$ cat config.mk
export PLATFORM = sky130hd
export DESIGN_NAME = tss_scheduler
export DESIGN_NICKNAME = d
export VERILOG_FILES = /design/src/design/tss_pkg.sv /design/src/design/tss_scheduler.sv /design/src/design/tss_divider.sv
export VERILOG_INCLUDE_DIRS = /design/src /design/src/design
export SDC_FILE = /design/constraint.sdc
export NUM_CORES = 2
export LEC_CHECK = 0
export BUFFER_PORTS_ARGS = -buffer_cell sky130_fd_sc_hd__buf_2
export CORE_MARGIN = 2
export CORE_UTILIZATION = 25
export DETAILED_ROUTE_END_ITERATION = 10
export PLACE_DENSITY_LB_ADDON = 0.25
export RECOVER_POWER = 50
export SKIP_CTS_REPAIR_TIMING = 1
export SLEW_MARGIN = 40
export SYNTH_ARGS = -nofsm -noshare
export SYNTH_HDL_FRONTEND = slang
export SYNTH_SLANG_ARGS = --single-unit
$ cat constraint.sdc
create_clock -name pclk -period 10.6 [get_ports pclk]
set_clock_uncertainty 0.05 [all_clocks]
set_input_delay 1.06 -clock pclk [delete_from_list [all_inputs] [get_ports pclk]]
set_output_delay 1.06 -clock pclk [all_outputs]
set_load 0.005 [all_outputs]
$ cat src/design/tss_consts.svh
// Purpose: Offsets, field positions, reset values and timing counts
// Assumes: 32-bit APB data, one word per register
// Notes:   Included by package users and the scheduler top
`ifndef TSS_CONSTS_SVH
`define TSS_CONSTS_SVH

`define TSS_OFF_CTRL        8'h00
`define TSS_OFF_APPLY       8'h04
`define TSS_OFF_SLOT_US     8'h08
`define TSS_OFF_SLOT_CNT    8'h0c
`define TSS_OFF_MASK_LO     8'h10
`define TSS_OFF_MASK_HI     8'h14
`define TSS_OFF_FMIN        8'h18
`define TSS_OFF_FMAX        8'h1c
`define TSS_OFF_NCH         8'h20
`define TSS_OFF_RATE        8'h24
`define TSS_OFF_STATUS      8'h28
`define TSS_OFF_EFF_US      8'h2c
`define TSS_OFF_SPACING     8'h30
`define TSS_OFF_FIRST_CH    8'h34

`define TSS_CTRL_PERM_LSB   0
`define TSS_CTRL_ANT_LSB    3
`define TSS_CTRL_XR_BIT     5
`define TSS_CTRL_LINK_BIT   6
`define TSS_CTRL_MST_BIT    7
`define TSS_APPLY_BIT       0

`define TSS_ST_IDX_LSB      0
`define TSS_ST_TXEN_BIT     8
`define TSS_ST_TXANT_BIT    9
`define TSS_ST_RXANT_BIT    10
`define TSS_ST_RUN_BIT      11
`define TSS_ST_ERR_BIT      12
`define TSS_ST_MST_BIT      13

`define TSS_PERM_RST        3'h7
`define TSS_SLOT_US_RST     24'h000fa0
`define TSS_SLOT_CNT_RST    7'h02
`define TSS_NCH_RST         8'h01
`define TSS_RATE_RST        16'h0040
`define TSS_MAX_SLOTS       7'h40

`define TSS_PAYLOAD_MIN_B   300
`define TSS_PAYLOAD_MAX_B   1000
`define TSS_BITS_PER_KBPS_US 8000
`define TSS_LOW_PROD        40'd2400000
`define TSS_HIGH_PROD       40'd8000000
`define TSS_LOW_PROD32      32'd2400000
`define TSS_HIGH_PROD32     32'd8000000

`define TSS_CLK_PERIOD_NS   40
`define TSS_US_NS           1000
`define TSS_US_CYC          (`TSS_US_NS / `TSS_CLK_PERIOD_NS)
`define TSS_XR_GUARD_US     24'h000064

`endif

$ cat src/design/tss_pkg.sv
// Purpose: Types shared by the slot scheduler and its divider
// Assumes: Constants come from tss_consts.svh
// Notes:   One-hot state codes
package tss_pkg;

    typedef enum logic [4:0] {
        ST_IDLE  = 5'b00001,
        ST_CHECK = 5'b00010,
        ST_ADJW  = 5'b00100,
        ST_SPCW  = 5'b01000,
        ST_RUN   = 5'b10000
    } tss_phase_t;

    typedef struct packed {
        logic        busy;
        logic        done;
        logic [5:0]  step;
        logic [31:0] rem;
        logic [31:0] quo;
        logic [31:0] dsr;
    } tss_div_t;

    typedef struct packed {
        logic        pready;
        logic [31:0] prdata;
        logic        pslverr;
        logic [2:0]  perm;
        logic [1:0]  ant_mode;
        logic        xr_en;
        logic        link_mode;
        logic        master_cfg;
        logic [23:0] slot_us;
        logic [6:0]  slot_cnt;
        logic [63:0] mask;
        logic [31:0] fmin;
        logic [31:0] fmax;
        logic [7:0]  nch;
        logic [15:0] rate;
        logic [23:0] eff_us;
        logic [6:0]  act_cnt;
        logic [31:0] spacing;
        logic [31:0] first_ch;
        tss_phase_t  phase;
        logic        run;
        logic [4:0]  us_div;
        logic [23:0] us_cnt;
        logic [5:0]  idx;
        logic        best_ant;
        logic        tx_en;
        logic        tx_ant;
        logic        rx_ant;
        logic        cycle_start;
        logic        div_start;
        logic [31:0] div_dnd;
        logic [31:0] div_dsr;
    } tss_state_t;

endpackage

$ cat src/design/tss_scheduler.sv
// Purpose: TDMA slot scheduler with APB register file
// Assumes: pclk 25 MHz, link-side inputs synchronous to pclk
// Notes:   Timing settings take effect on an apply (reboot) write
// What this block does
// - Holds a 64-bit ownership mask, bit i for slot i, from zero.
// - Slot duration is the whole slot length in microseconds, idle included.
// - A cycle is slot-count slots, about count times duration long.
// - Permission bit 0 allows transmit in owned slots; expected set.
// - Permission bit 1 allows transmit in slots given up by others.
// - Permission bit 2 allows sync-slot transmit only when master.
// - Permission field resets to 7, all permissions on.
// - At apply, duration is adjusted if payload falls outside 300..1000 bytes, unless rate is zero.
// - Antenna mode: 0 diversity, 1 first, 2 second, 3 tx first rx second.
// - Diversity transmits on the port with strongest last receive.
// - Channel spacing is frequency span over channel count plus one.
// - A single channel sits midway between the frequency limits.
// - Extended range lengthens the quiet gap, costing throughput.
// - Linking mode 0 takes master from the control master bit, 1 is automatic.
// - Automatic linking works only for exactly two nodes.
`timescale 1ns/10ps
`include "tss_consts.svh"
module tss_scheduler
(
    input  wire logic        pclk,
    input  wire logic        presetn,
    input  wire logic        psel,
    input  wire logic        penable,
    input  wire logic        pwrite,
    input  wire logic [7:0]  paddr,
    input  wire logic [31:0] pwdata,
    output logic             pready,
    output logic [31:0]      prdata,
    output logic             pslverr,
    input  wire logic        slot_released,
    input  wire logic        sync_slot,
    input  wire logic        auto_master,
    input  wire logic        rssi_valid,
    input  wire logic [7:0]  rssi_first,
    input  wire logic [7:0]  rssi_second,
    output logic             tx_enable,
    output logic             tx_antenna_sel,
    output logic             rx_antenna_sel,
    output logic [5:0]       slot_index,
    output logic             cycle_start
);
    tss_pkg::tss_state_t r;
    tss_pkg::tss_state_t n;
    logic                div_done;
    logic [31:0]         div_q;
    logic [39:0]         prod;
    logic [31:0]         span;
    logic                master;
    logic                cfg_err;
    logic                slot_end;
    logic                in_guard;
    logic                allow;
    logic [31:0]         status;

    tss_divider u_div
    (
        .pclk     (pclk),
        .presetn  (presetn),
        .start    (r.div_start),
        .dividend (r.div_dnd),
        .divisor  (r.div_dsr),
        .done     (div_done),
        .quotient (div_q)
    );

    always_comb
    begin
        n           = r;
        n.div_start = 1'b0;
        n.cycle_start = 1'b0;
        n.pready    = 1'b0;
        n.pslverr   = 1'b0;
        prod        = {16'h0, r.eff_us} * {24'h0, r.rate};
        span        = r.fmax - r.fmin;
        master      = r.link_mode ? auto_master : r.master_cfg;
        cfg_err     = r.link_mode && (r.act_cnt != 7'h02);
        slot_end    = (r.us_div == 5'(`TSS_US_CYC - 1)) && (r.us_cnt == r.eff_us - 24'h1);
        in_guard    = r.xr_en && (r.eff_us > `TSS_XR_GUARD_US)
                      && (r.us_cnt >= r.eff_us - `TSS_XR_GUARD_US);
        allow       = (r.perm[0] && r.mask[r.idx])
                      || (r.perm[1] && slot_released)
                      || (r.perm[2] && master && sync_slot);
        status      = 32'h0;
        status[`TSS_ST_IDX_LSB +: 6] = r.idx;
        status[`TSS_ST_TXEN_BIT]     = r.tx_en;
        status[`TSS_ST_TXANT_BIT]    = r.tx_ant;
        status[`TSS_ST_RXANT_BIT]    = r.rx_ant;
        status[`TSS_ST_RUN_BIT]      = r.run;
        status[`TSS_ST_ERR_BIT]      = cfg_err;
        status[`TSS_ST_MST_BIT]      = master;

        // APB setup phase: answer in the following access cycle
        if (psel && !penable)
        begin
            n.pready = 1'b1;
            n.prdata = 32'h0;
            unique case (paddr)
                `TSS_OFF_CTRL:
                    n.prdata = {24'h0, r.master_cfg, r.link_mode, r.xr_en,
                                r.ant_mode, r.perm};
                `TSS_OFF_APPLY:    n.prdata = 32'h0;
                `TSS_OFF_SLOT_US:  n.prdata = {8'h0, r.slot_us};
                `TSS_OFF_SLOT_CNT: n.prdata = {25'h0, r.slot_cnt};
                `TSS_OFF_MASK_LO:  n.prdata = r.mask[31:0];
                `TSS_OFF_MASK_HI:  n.prdata = r.mask[63:32];
                `TSS_OFF_FMIN:     n.prdata = r.fmin;
                `TSS_OFF_FMAX:     n.prdata = r.fmax;
                `TSS_OFF_NCH:      n.prdata = {24'h0, r.nch};
                `TSS_OFF_RATE:     n.prdata = {16'h0, r.rate};
                `TSS_OFF_STATUS:   n.prdata = status;
                `TSS_OFF_EFF_US:   n.prdata = {8'h0, r.eff_us};
                `TSS_OFF_SPACING:  n.prdata = r.spacing;
                `TSS_OFF_FIRST_CH: n.prdata = r.first_ch;
                default:           n.pslverr = 1'b1;
            endcase
        end

        // Write takes effect at the access edge
        if (psel && penable && r.pready && pwrite && !r.pslverr)
        begin
            unique case (paddr)
                `TSS_OFF_CTRL:
                begin
                    n.perm       = pwdata[`TSS_CTRL_PERM_LSB +: 3];
                    n.ant_mode   = pwdata[`TSS_CTRL_ANT_LSB +: 2];
                    n.xr_en      = pwdata[`TSS_CTRL_XR_BIT];
                    n.link_mode  = pwdata[`TSS_CTRL_LINK_BIT];
                    n.master_cfg = pwdata[`TSS_CTRL_MST_BIT];
                end
                `TSS_OFF_APPLY:
                begin
                    if (pwdata[`TSS_APPLY_BIT])
                    begin
                        // Latch cycle geometry: slot count clamped to 1..64, slot duration to at least 1
                        n.eff_us  = (r.slot_us == 24'h0) ? 24'h1 : r.slot_us;
                        n.act_cnt = (r.slot_cnt == 7'h0) ? 7'h1
                                  : (r.slot_cnt > `TSS_MAX_SLOTS) ? `TSS_MAX_SLOTS
                                  : r.slot_cnt;
                        n.run     = 1'b0;
                        n.tx_en   = 1'b0;
                        n.phase   = tss_pkg::ST_CHECK;
                    end
                end
                `TSS_OFF_SLOT_US:  n.slot_us  = pwdata[23:0];
                `TSS_OFF_SLOT_CNT: n.slot_cnt = pwdata[6:0];
                `TSS_OFF_MASK_LO:  n.mask[31:0]  = pwdata;
                `TSS_OFF_MASK_HI:  n.mask[63:32] = pwdata;
                `TSS_OFF_FMIN:     n.fmin = pwdata;
                `TSS_OFF_FMAX:     n.fmax = pwdata;
                `TSS_OFF_NCH:      n.nch  = pwdata[7:0];
                `TSS_OFF_RATE:     n.rate = pwdata[15:0];
                default:           n.pslverr = 1'b0;
            endcase
        end

        if (rssi_valid)
            n.best_ant = (rssi_second > rssi_first);

        unique case (r.ant_mode)
            2'h0:
            begin
                n.tx_ant = r.best_ant;
                n.rx_ant = r.best_ant;
            end
            2'h1:
            begin
                n.tx_ant = 1'b0;
                n.rx_ant = 1'b0;
            end
            2'h2:
            begin
                n.tx_ant = 1'b1;
                n.rx_ant = 1'b1;
            end
            2'h3:
            begin
                n.tx_ant = 1'b0;
                n.rx_ant = 1'b1;
            end
        endcase

        unique case (r.phase)
            tss_pkg::ST_IDLE:
            begin
                n.run = 1'b0;
            end
            tss_pkg::ST_CHECK:
            begin
                if (r.rate != 16'h0 && prod < `TSS_LOW_PROD)
                begin
                    n.div_dnd   = `TSS_LOW_PROD32 + {16'h0, r.rate} - 32'h1;
                    n.div_dsr   = {16'h0, r.rate};
                    n.div_start = 1'b1;
                    n.phase     = tss_pkg::ST_ADJW;
                end
                else if (r.rate != 16'h0 && prod > `TSS_HIGH_PROD)
                begin
                    n.div_dnd   = `TSS_HIGH_PROD32;
                    n.div_dsr   = {16'h0, r.rate};
                    n.div_start = 1'b1;
                    n.phase     = tss_pkg::ST_ADJW;
                end
                else
                begin
                    n.div_dnd   = span;
                    n.div_dsr   = {24'h0, r.nch} + 32'h1;
                    n.div_start = 1'b1;
                    n.phase     = tss_pkg::ST_SPCW;
                end
            end
            tss_pkg::ST_ADJW:
            begin
                if (div_done)
                begin
                    n.eff_us    = div_q[23:0];
                    n.div_dnd   = span;
                    n.div_dsr   = {24'h0, r.nch} + 32'h1;
                    n.div_start = 1'b1;
                    n.phase     = tss_pkg::ST_SPCW;
                end
            end
            tss_pkg::ST_SPCW:
            begin
                if (div_done)
                begin
                    n.spacing = div_q;
                    n.first_ch = (r.nch == 8'h1) ? r.fmin + {1'b0, span[31:1]}
                                                 : r.fmin + div_q;
                    n.us_div  = 5'h0;
                    n.us_cnt  = 24'h0;
                    n.idx     = 6'h0;
                    n.run     = 1'b1;
                    n.cycle_start = 1'b1;
                    n.phase   = tss_pkg::ST_RUN;
                end
            end
            tss_pkg::ST_RUN:
            begin
                if (r.us_div == 5'(`TSS_US_CYC - 1))
                begin
                    n.us_div = 5'h0;
                    n.us_cnt = r.us_cnt + 24'h1;
                end
                else
                begin
                    n.us_div = r.us_div + 5'h1;
                end
                if (slot_end)
                begin
                    n.us_cnt = 24'h0;
                    if ({1'b0, r.idx} == r.act_cnt - 7'h1)
                    begin
                        n.idx = 6'h0;
                        n.cycle_start = 1'b1;
                    end
                    else
                    begin
                        n.idx = r.idx + 6'h1;
                    end
                end
                n.tx_en = allow && !in_guard && !cfg_err && !slot_end;
            end
            default:
            begin
                n.phase = tss_pkg::ST_IDLE;
                n.run   = 1'b0;
            end
        endcase
    end

    always_ff @(posedge pclk or negedge presetn)
    begin
        if (!presetn)
        begin
            r          <= '0;
            r.perm     <= `TSS_PERM_RST;
            r.slot_us  <= `TSS_SLOT_US_RST;
            r.slot_cnt <= `TSS_SLOT_CNT_RST;
            r.eff_us   <= `TSS_SLOT_US_RST;
            r.act_cnt  <= `TSS_SLOT_CNT_RST;
            r.nch      <= `TSS_NCH_RST;
            r.rate     <= `TSS_RATE_RST;
            r.phase    <= tss_pkg::ST_IDLE;
        end
        else
        begin
            r <= n;
        end
    end

    assign pready         = r.pready;
    assign prdata         = r.prdata;
    assign pslverr        = r.pslverr;
    assign tx_enable      = r.tx_en;
    assign tx_antenna_sel = r.tx_ant;
    assign rx_antenna_sel = r.rx_ant;
    assign slot_index     = r.idx;
    assign cycle_start    = r.cycle_start;
endmodule

$ cat src/design/tss_divider.sv
// Purpose: Unsigned 32-bit restoring divider, one quotient bit per cycle
// Assumes: start is a one-cycle pulse while not busy
// Notes:   Division by zero returns all ones
`timescale 1ns/10ps
`include "tss_consts.svh"
module tss_divider
(
    input  wire logic        pclk,
    input  wire logic        presetn,
    input  wire logic        start,
    input  wire logic [31:0] dividend,
    input  wire logic [31:0] divisor,
    output logic             done,
    output logic [31:0]      quotient
);
    tss_pkg::tss_div_t r;
    tss_pkg::tss_div_t n;
    logic [32:0]       trial;

    always_comb
    begin
        n     = r;
        n.done = 1'b0;
        trial = {r.rem, r.quo[31]} - {1'b0, r.dsr};
        if (start && !r.busy)
        begin
            n.busy = 1'b1;
            n.step = 6'h00;
            n.rem  = 32'h0;
            n.quo  = dividend;
            n.dsr  = divisor;
        end
        else if (r.busy)
        begin
            if (r.dsr == 32'h0)
            begin
                n.quo  = 32'hffffffff;
                n.busy = 1'b0;
                n.done = 1'b1;
            end
            else
            begin
                if (!trial[32])
                begin
                    n.rem = trial[31:0];
                    n.quo = {r.quo[30:0], 1'b1};
                end
                else
                begin
                    n.rem = {r.rem[30:0], r.quo[31]};
                    n.quo = {r.quo[30:0], 1'b0};
                end
                n.step = r.step + 6'h01;
                if (r.step == 6'h1f)
                begin
                    n.busy = 1'b0;
                    n.done = 1'b1;
                end
            end
        end
    end

    always_ff @(posedge pclk or negedge presetn)
    begin
        if (!presetn)
            r <= '0;
        else
            r <= n;
    end

    assign done     = r.done;
    assign quotient = r.quo;
endmodule

## Word level (Yosys, flattened, before mapping)

Cells that the tools add are included.

- Register bits after elaboration: 535
- Memories kept: 0
- Output and inout bits: 44
- Word-level logic and storage cells: 214
- Bits in latches: 0
- ROM bits: 0
- RAM bits: 0

- Bitwise gates (word level): 0
- $add $sub $neg: 14
- Magnitude comparators: 7
- Equality and inequality tests: 32
- Div/mod/pow operators: 0
- Mux-type cells: 61
- Shift-type cells: 0
- Reduce and logical (&&, ||, !) cells: 60
- Multipliers: 1

Operator list:

| cell | count |
|---|---|
| $pmux W32 S13 | 1 |
| $mux W223 | 1 |
| $mux W32 | 6 |
| $mux W64 | 3 |
| $pmux W65 S2 | 1 |
| $mux W24 | 5 |
| $mux W72 | 1 |
| $mux W70 | 1 |
| $pmux W35 S2 | 1 |
| $mux W65 | 1 |
| $mux W31 | 2 |
| $eq A8 B6 Y1 const B | 6 |
| $mux W41 | 1 |
| $gt A40 B23 Y1 const B | 1 |
| $lt A40 B22 Y1 const B | 1 |
| $mul A24 B16 Y40 | 1 |
| $mux W38 | 1 |
| $mux W34 | 1 |
| $sub A33 B32 Y33 | 1 |
| $add A32 B31 Y32 | 1 |
| $add A32 B32 Y32 | 1 |
| $eq A8 B5 Y1 const B | 4 |
| $logic_not A32 Y1 | 1 |
| $sub A32 B32 Y32 | 1 |
| 59 further kinds | 131 |

## Depth between registers and ports, before layout

- Depth after elaboration: 9
- Mapped depth: 29

## Hierarchy

A second synthesis with hierarchy kept.

- Cell total of the unflattened synthesis: 4760
- Area total of the unflattened synthesis: 44451.4 um^2

By module, submodules not included:

| module | seq. area each (um^2) | times used | area each (um^2) | cells each |
|---|---|---|---|---|
| tss_scheduler | 10410.0 | 1 | 37711.2 | 4034 |
| tss_divider | 2602.5 | 1 | 6740.2 | 726 |

## Worst setup path before layout

Ideal clock, no wire load.

- Path kind: reg-to-reg
- Start: reg r[193] (netlist bit)
- End: reg r[3] (netlist bit)
- Setup time: 126 ps
- Data required time: 10424 ps
- Setup slack: 2714 ps
- Arrival: 7710 ps
- Cell stages (with the launch flop): 28
- Period minus slack after synthesis: 7886 ps
- Path buffers: 5
- Cells stage by stage: dfstp_2 clkbuf_1 clkbuf_1 clkbuf_1 nand2_1 fa_1 inv_1 fa_1 fa_1 fa_1 fa_1 inv_1 fa_1 inv_1 ha_1 clkbuf_1 a21oi_1 o21a_1 o211ai_1 or2_1 a2111o_1 a22oi_1 nand4_1 nor4_4 nand2_2 a22o_1 buf_6 a221o_1

- Longest elaborated chain between the ends: 6
- Elaborated cells on any way between the ends: 8
- Those cells by class: mul (1); order compare (2); mux (3); reduce/logical (2)

Ends and longest elaborated chain:

| what | line | source |
|---|---|---|
| start: declaration | tss_scheduler.sv:46 | `tss_pkg::tss_state_t r;` |
| start signal: assignment | tss_scheduler.sv:291 | `r <= n;` |
| $mul A24 B16 Y40 * | tss_scheduler.sv:77 | `prod = {16'h0, r.eff_us} * {24'h0, r.rate};` |
| $gt A40 B23 Y1 (no source line) | - |  |
| $logic_and A1 B1 Y1 (no source line) | - |  |
| $mux W64 | tss_scheduler.sv:200 | `` else if (r.rate != 16'h0 && prod > `TSS_HIGH_PROD) `` |
| $mux W64 * | tss_scheduler.sv:193 | `` if (r.rate != 16'h0 && prod < `TSS_LOW_PROD) `` |
| $pmux W65 S2 * | tss_scheduler.sv:186 | `unique case (r.phase)` |

Every way passes the cells marked *; elsewhere a longest branch is shown, timed or not.
A chain may end at the register's enable or synchronous reset.

## Worst setup path after layout

- Start: reg r[212] (netlist bit)
- End: reg r[44] (netlist bit)

- Longest elaborated chain between the ends: 6
- Elaborated cells on any way between the ends: 11
- Those cells by class: add/sub (2); mul (1); order compare (2); mux (3); reduce/logical (3)

Ends and longest elaborated chain:

| what | line |
|---|---|
| $mul A24 B16 Y40 | tss_scheduler.sv:77 |
| $gt A40 B23 Y1 (no source line) | - |
| $logic_and A1 B1 Y1 (no source line) | - |
| $mux W64 | tss_scheduler.sv:200 |
| $mux W64 * | tss_scheduler.sv:193 |
| $pmux W65 S2 * | tss_scheduler.sv:186 |

Marks and branches as above.

==> impl_results.md <==
* Outcome: finished with violations
* Failing checks: max-capacitance violations, max-slew violations
* Post-synthesis net count at 5168
* Initial DRC Count at 2557
* Ys flop type: dfrtp_1
* DR vias at 33900
* CTS tree: built
* Sequential share of the synthesized area at 0.298
* Total track usage at 0.168
* Asr flop ratio synth at 1.00
* Actual slew at the worst max-slew pin at 4.34 ns
* Main combinational cell family by area after synthesis: adder cells
* Pre-CTS WS at 2.05 ns
* #FFs+latches synth at 503
* PnR Total Power at 0.00455 W
* Drt drc at 0
* Clock buffer count from CTS at 60
* Max Slew Vio Count at 475
* Hold EP: u_div.r[0]
* Register area at 12600 sq um
* Max-cap violations at 9
* Tcrit/Tclk final at 0.817
* Max Fanout on Critical Path at 31
* First-pass GRT wire length at 223000 um
* Initial antenna violation count at 16
* WL final at 147000 um
* Number of vias per cell at 4.99
* PnR worst setup slack at 1.94 ns
* Leakage at 22.3 nW
* Die height at 415 um
* Hold path depth at 2
* I/O Pins at 109
* Req. time, crit path at 11.04 ns
* Xor and xnor area share after synthesis at 0.0441
* # rows at 150
* Fin crit period at 8.66 ns
* Final TNS setup at 0 ns
* Hold WC Path Type: reg2reg
* Nets at 5140
* Post-synthesis adder-cell area fraction at 0.216
* Library cells used by synthesis at 96
* Avg WL per Cell at 21.6 um
* CTS clk-pin slew, worst paths at 0.07 ns
* Clock Latency Late Sink at 0.65 ns
* Synth Area per Inst at 9.28 sq um
* Core area at 168000 sq um
* Synthesis-to-finish area growth at 12.3%
* Fin. Hold Viols at 0
* Worst VDD drop at 0.133 mV
* DR pass1 iterations at 6
* Worst EP arrival at 9.10 ns
* Final setup vio count at 0
* WHS at 0.422 ns
* Setup crit end kind: flop
* EDFF count, synth at 0
* Power Density at 95.8 nW/um^2
* Remaining Overflow, GRT at 0
* Fmax achieved at 115 MHz
* Max H-tree Level at 2
* Largest net degree at the start of global routing at 95
* Vias in the first global route at 34300
* Bufs on Longest Clock Path at 3
* Mapped Area at 42300 sq um
* WS Path Type: reg2reg
* Setup slack, reg-to-reg at 1.94 ns
* Synth Area in Compound Gates at 0.136
* Max-slew headroom at -1.89
* Startpoint types: flop
* Number of port buffers at 108
* Worst r2r dst: r[44]
* Layout cells sized above 1 at 0.130
* Total Die Area at 172000 sq um
* Mux cell area share after synthesis at 0.0714
* Simple-gate area share of the yosys netlist at 0.163
* Clk sinks at 503
* Worst R2R Start: r[212]
* Warnings, synthesis at 0
* Min-delay src: r[0]
* Worst r2r path cells at 24
* Detailed placer's ending HPWL at 111000 um
* Multi-input logic area at 26800 sq um
* Post-DRT Antenna Nets at 0
* Initial Utilization at 0.252
* Die W at 415 um
* Syn Inst Count at 4557
* RD Place Congestion at 0.871
* RSZ-0062 raised after global routing: false
* CTS Root Cell: clkbuf_16
* Filler cells at 17800
[cell families (layout without fill, tap and decap cells)]
kind of cell,Yosys count,after routing
buf+inv,758,781
compound gates,832,832
xor+xnor,213,213
simple gates,1456,1456
flops,503,503
mux,249,249
other cells,0,2
fa+ha+maj,546,546
[power breakdown]
part / total [W] / internal [W] / switching [W]
Combinational: 0.000251 / 0.0000798 / 0.000171
Clock: 0.00234 / 0.00145 / 0.000889
Sequential: 0.00196 / 0.00194 / 0.0000248
Total: 0.00455 / 0.00347 / 0.00109
[stage by stage]
step | std cells | instance area [sq um] | utilization
global placement | 6665 | 45100 | 0.269
global route | 6785 | 47500 | 0.283
floorplan | 4557 | 42300 | -
detailed placement | 6668 | 45300 | 0.270
CTS | 6781 | 47500 | 0.284
finish | 6786 | 47500 | 0.283
[metal layers]
layer,vias to the layer above,routed length [um],global-route usage
li1,15400,-,-
met1,17200,63500,0.224
met2,980,69900,0.278
met3,236,7430,0.0206
met4,8,6040,0.0633
met5,-,52,0
[synth_stat cells, drive strengths merged (10+ instances only)]
library cell / number / area share
nand3: 108 / 0.013
nand2: 605 / 0.054
buf: 78 / 0.011
o211ai: 15 / 0.0028
dfrtp: 483 / 0.29
inv: 466 / 0.041
a31oi: 79 / 0.012
nor2b: 49 / 0.0072
nand3b: 19 / 0.0034
nand2b: 25 / 0.0037
o21a: 26 / 0.0046
and2: 162 / 0.024
nor3: 46 / 0.0056
mux4: 21 / 0.011
mux2: 210 / 0.056
nor4: 27 / 0.0049
a21oi: 139 / 0.017
nor2: 274 / 0.024
a21o: 61 / 0.011
fa: 309 / 0.15
xor2: 102 / 0.021
a222oi: 40 / 0.0095
ha: 237 / 0.070
o31ai: 10 / 0.0021
xnor2: 111 / 0.023
nand4: 28 / 0.0041
o221ai: 17 / 0.0035
a22oi: 22 / 0.0039
clkbuf: 212 / 0.019
mux2i: 18 / 0.0043
a211oi: 43 / 0.0078
o21bai: 15 / 0.0028
a221oi: 49 / 0.010
and3: 39 / 0.0058
a22o: 44 / 0.0091
o21ai: 190 / 0.023
or3: 26 / 0.0038
dfstp: 20 / 0.012
[worst max path at each step]
| stage | start | end | slack [ns] | cells past startpoint |
|---|---|---|---|---|
| 6_report | r[212] | r[44] | 1.94 | 24 |
| 5_1_grt | presetn | r[204] | 1.39 | 2 |
| 4_1_cts | r[195] | r[33] | 2.01 | 23 |
| 3_5_place_dp | r[195] | r[45] | 2.05 | 23 |
| 3_3_place_gp | r[209] | r[44] | 1.57 | 24 |
| 2_1_floorplan | r[193] | r[3] | 2.71 | 27 |
[cell type report]
| class | count | share of cell area |
|---|---|---|
| flip-flops and latches | 503 | 0.266 |
| repair buffers | 200 | 0.0267 |
| clock inverters | 30 | 0.0101 |
| inverters | 468 | 0.0370 |
| well taps | 2204 | 0.0581 |
| clock buffers | 83 | 0.0371 |
| diodes | 2 | 0.000105 |
| multi-input cells | 3296 | 0.565 |
[worst max-delay path, stage by stage, from the launching register on]
cell	delay (ns)
dfstp_2	1.06
and2_1	0.26
fa_1	0.39
inv_1	0.09
fa_1	0.41
fa_1	0.53
inv_1	0.05
fa_1	0.46
fa_1	0.54
inv_1	0.05
fa_1	0.53
inv_1	0.04
ha_1	0.40
a21o_1	0.21
a31oi_1	0.37
o21ai_0	0.32
a31oi_1	0.61
a21oi_1	0.22
mux2i_1	0.19
nand4_1	0.14
nor4_4	0.36
buf_6	0.21
nand3_1	0.58
o22ai_1	0.32
a21oi_1	0.07
[layout by cell type (no fill, tap or decap), drive strengths merged, types with 21 or more instances in the layout]
master	n
xnor2	111
nor3	46
mux2	210
nor2	274
a22oi	22
and3	39
a21o	61
ha	237
a221oi	49
fa	309
nand3	108
clkbuf	114
nand4	28
a222oi	40
nor2b	49
buf	169
o21ai	190
nand2	605
a31oi	79
or3	26
a22o	44
dfrtp	483
inv	466
a21oi	139
nor4	27
mux4	21
nand2b	25
o21a	26
a211oi	43
xor2	102
and2	162
[sequential cells by signal, indices dropped and copies added (netlist names), 6 cells and up]
name,count
slot_index,6
prdata,32
u_div.r,55
r,371
u_div.quotient,32
Power figures use the tool's default switching activity.
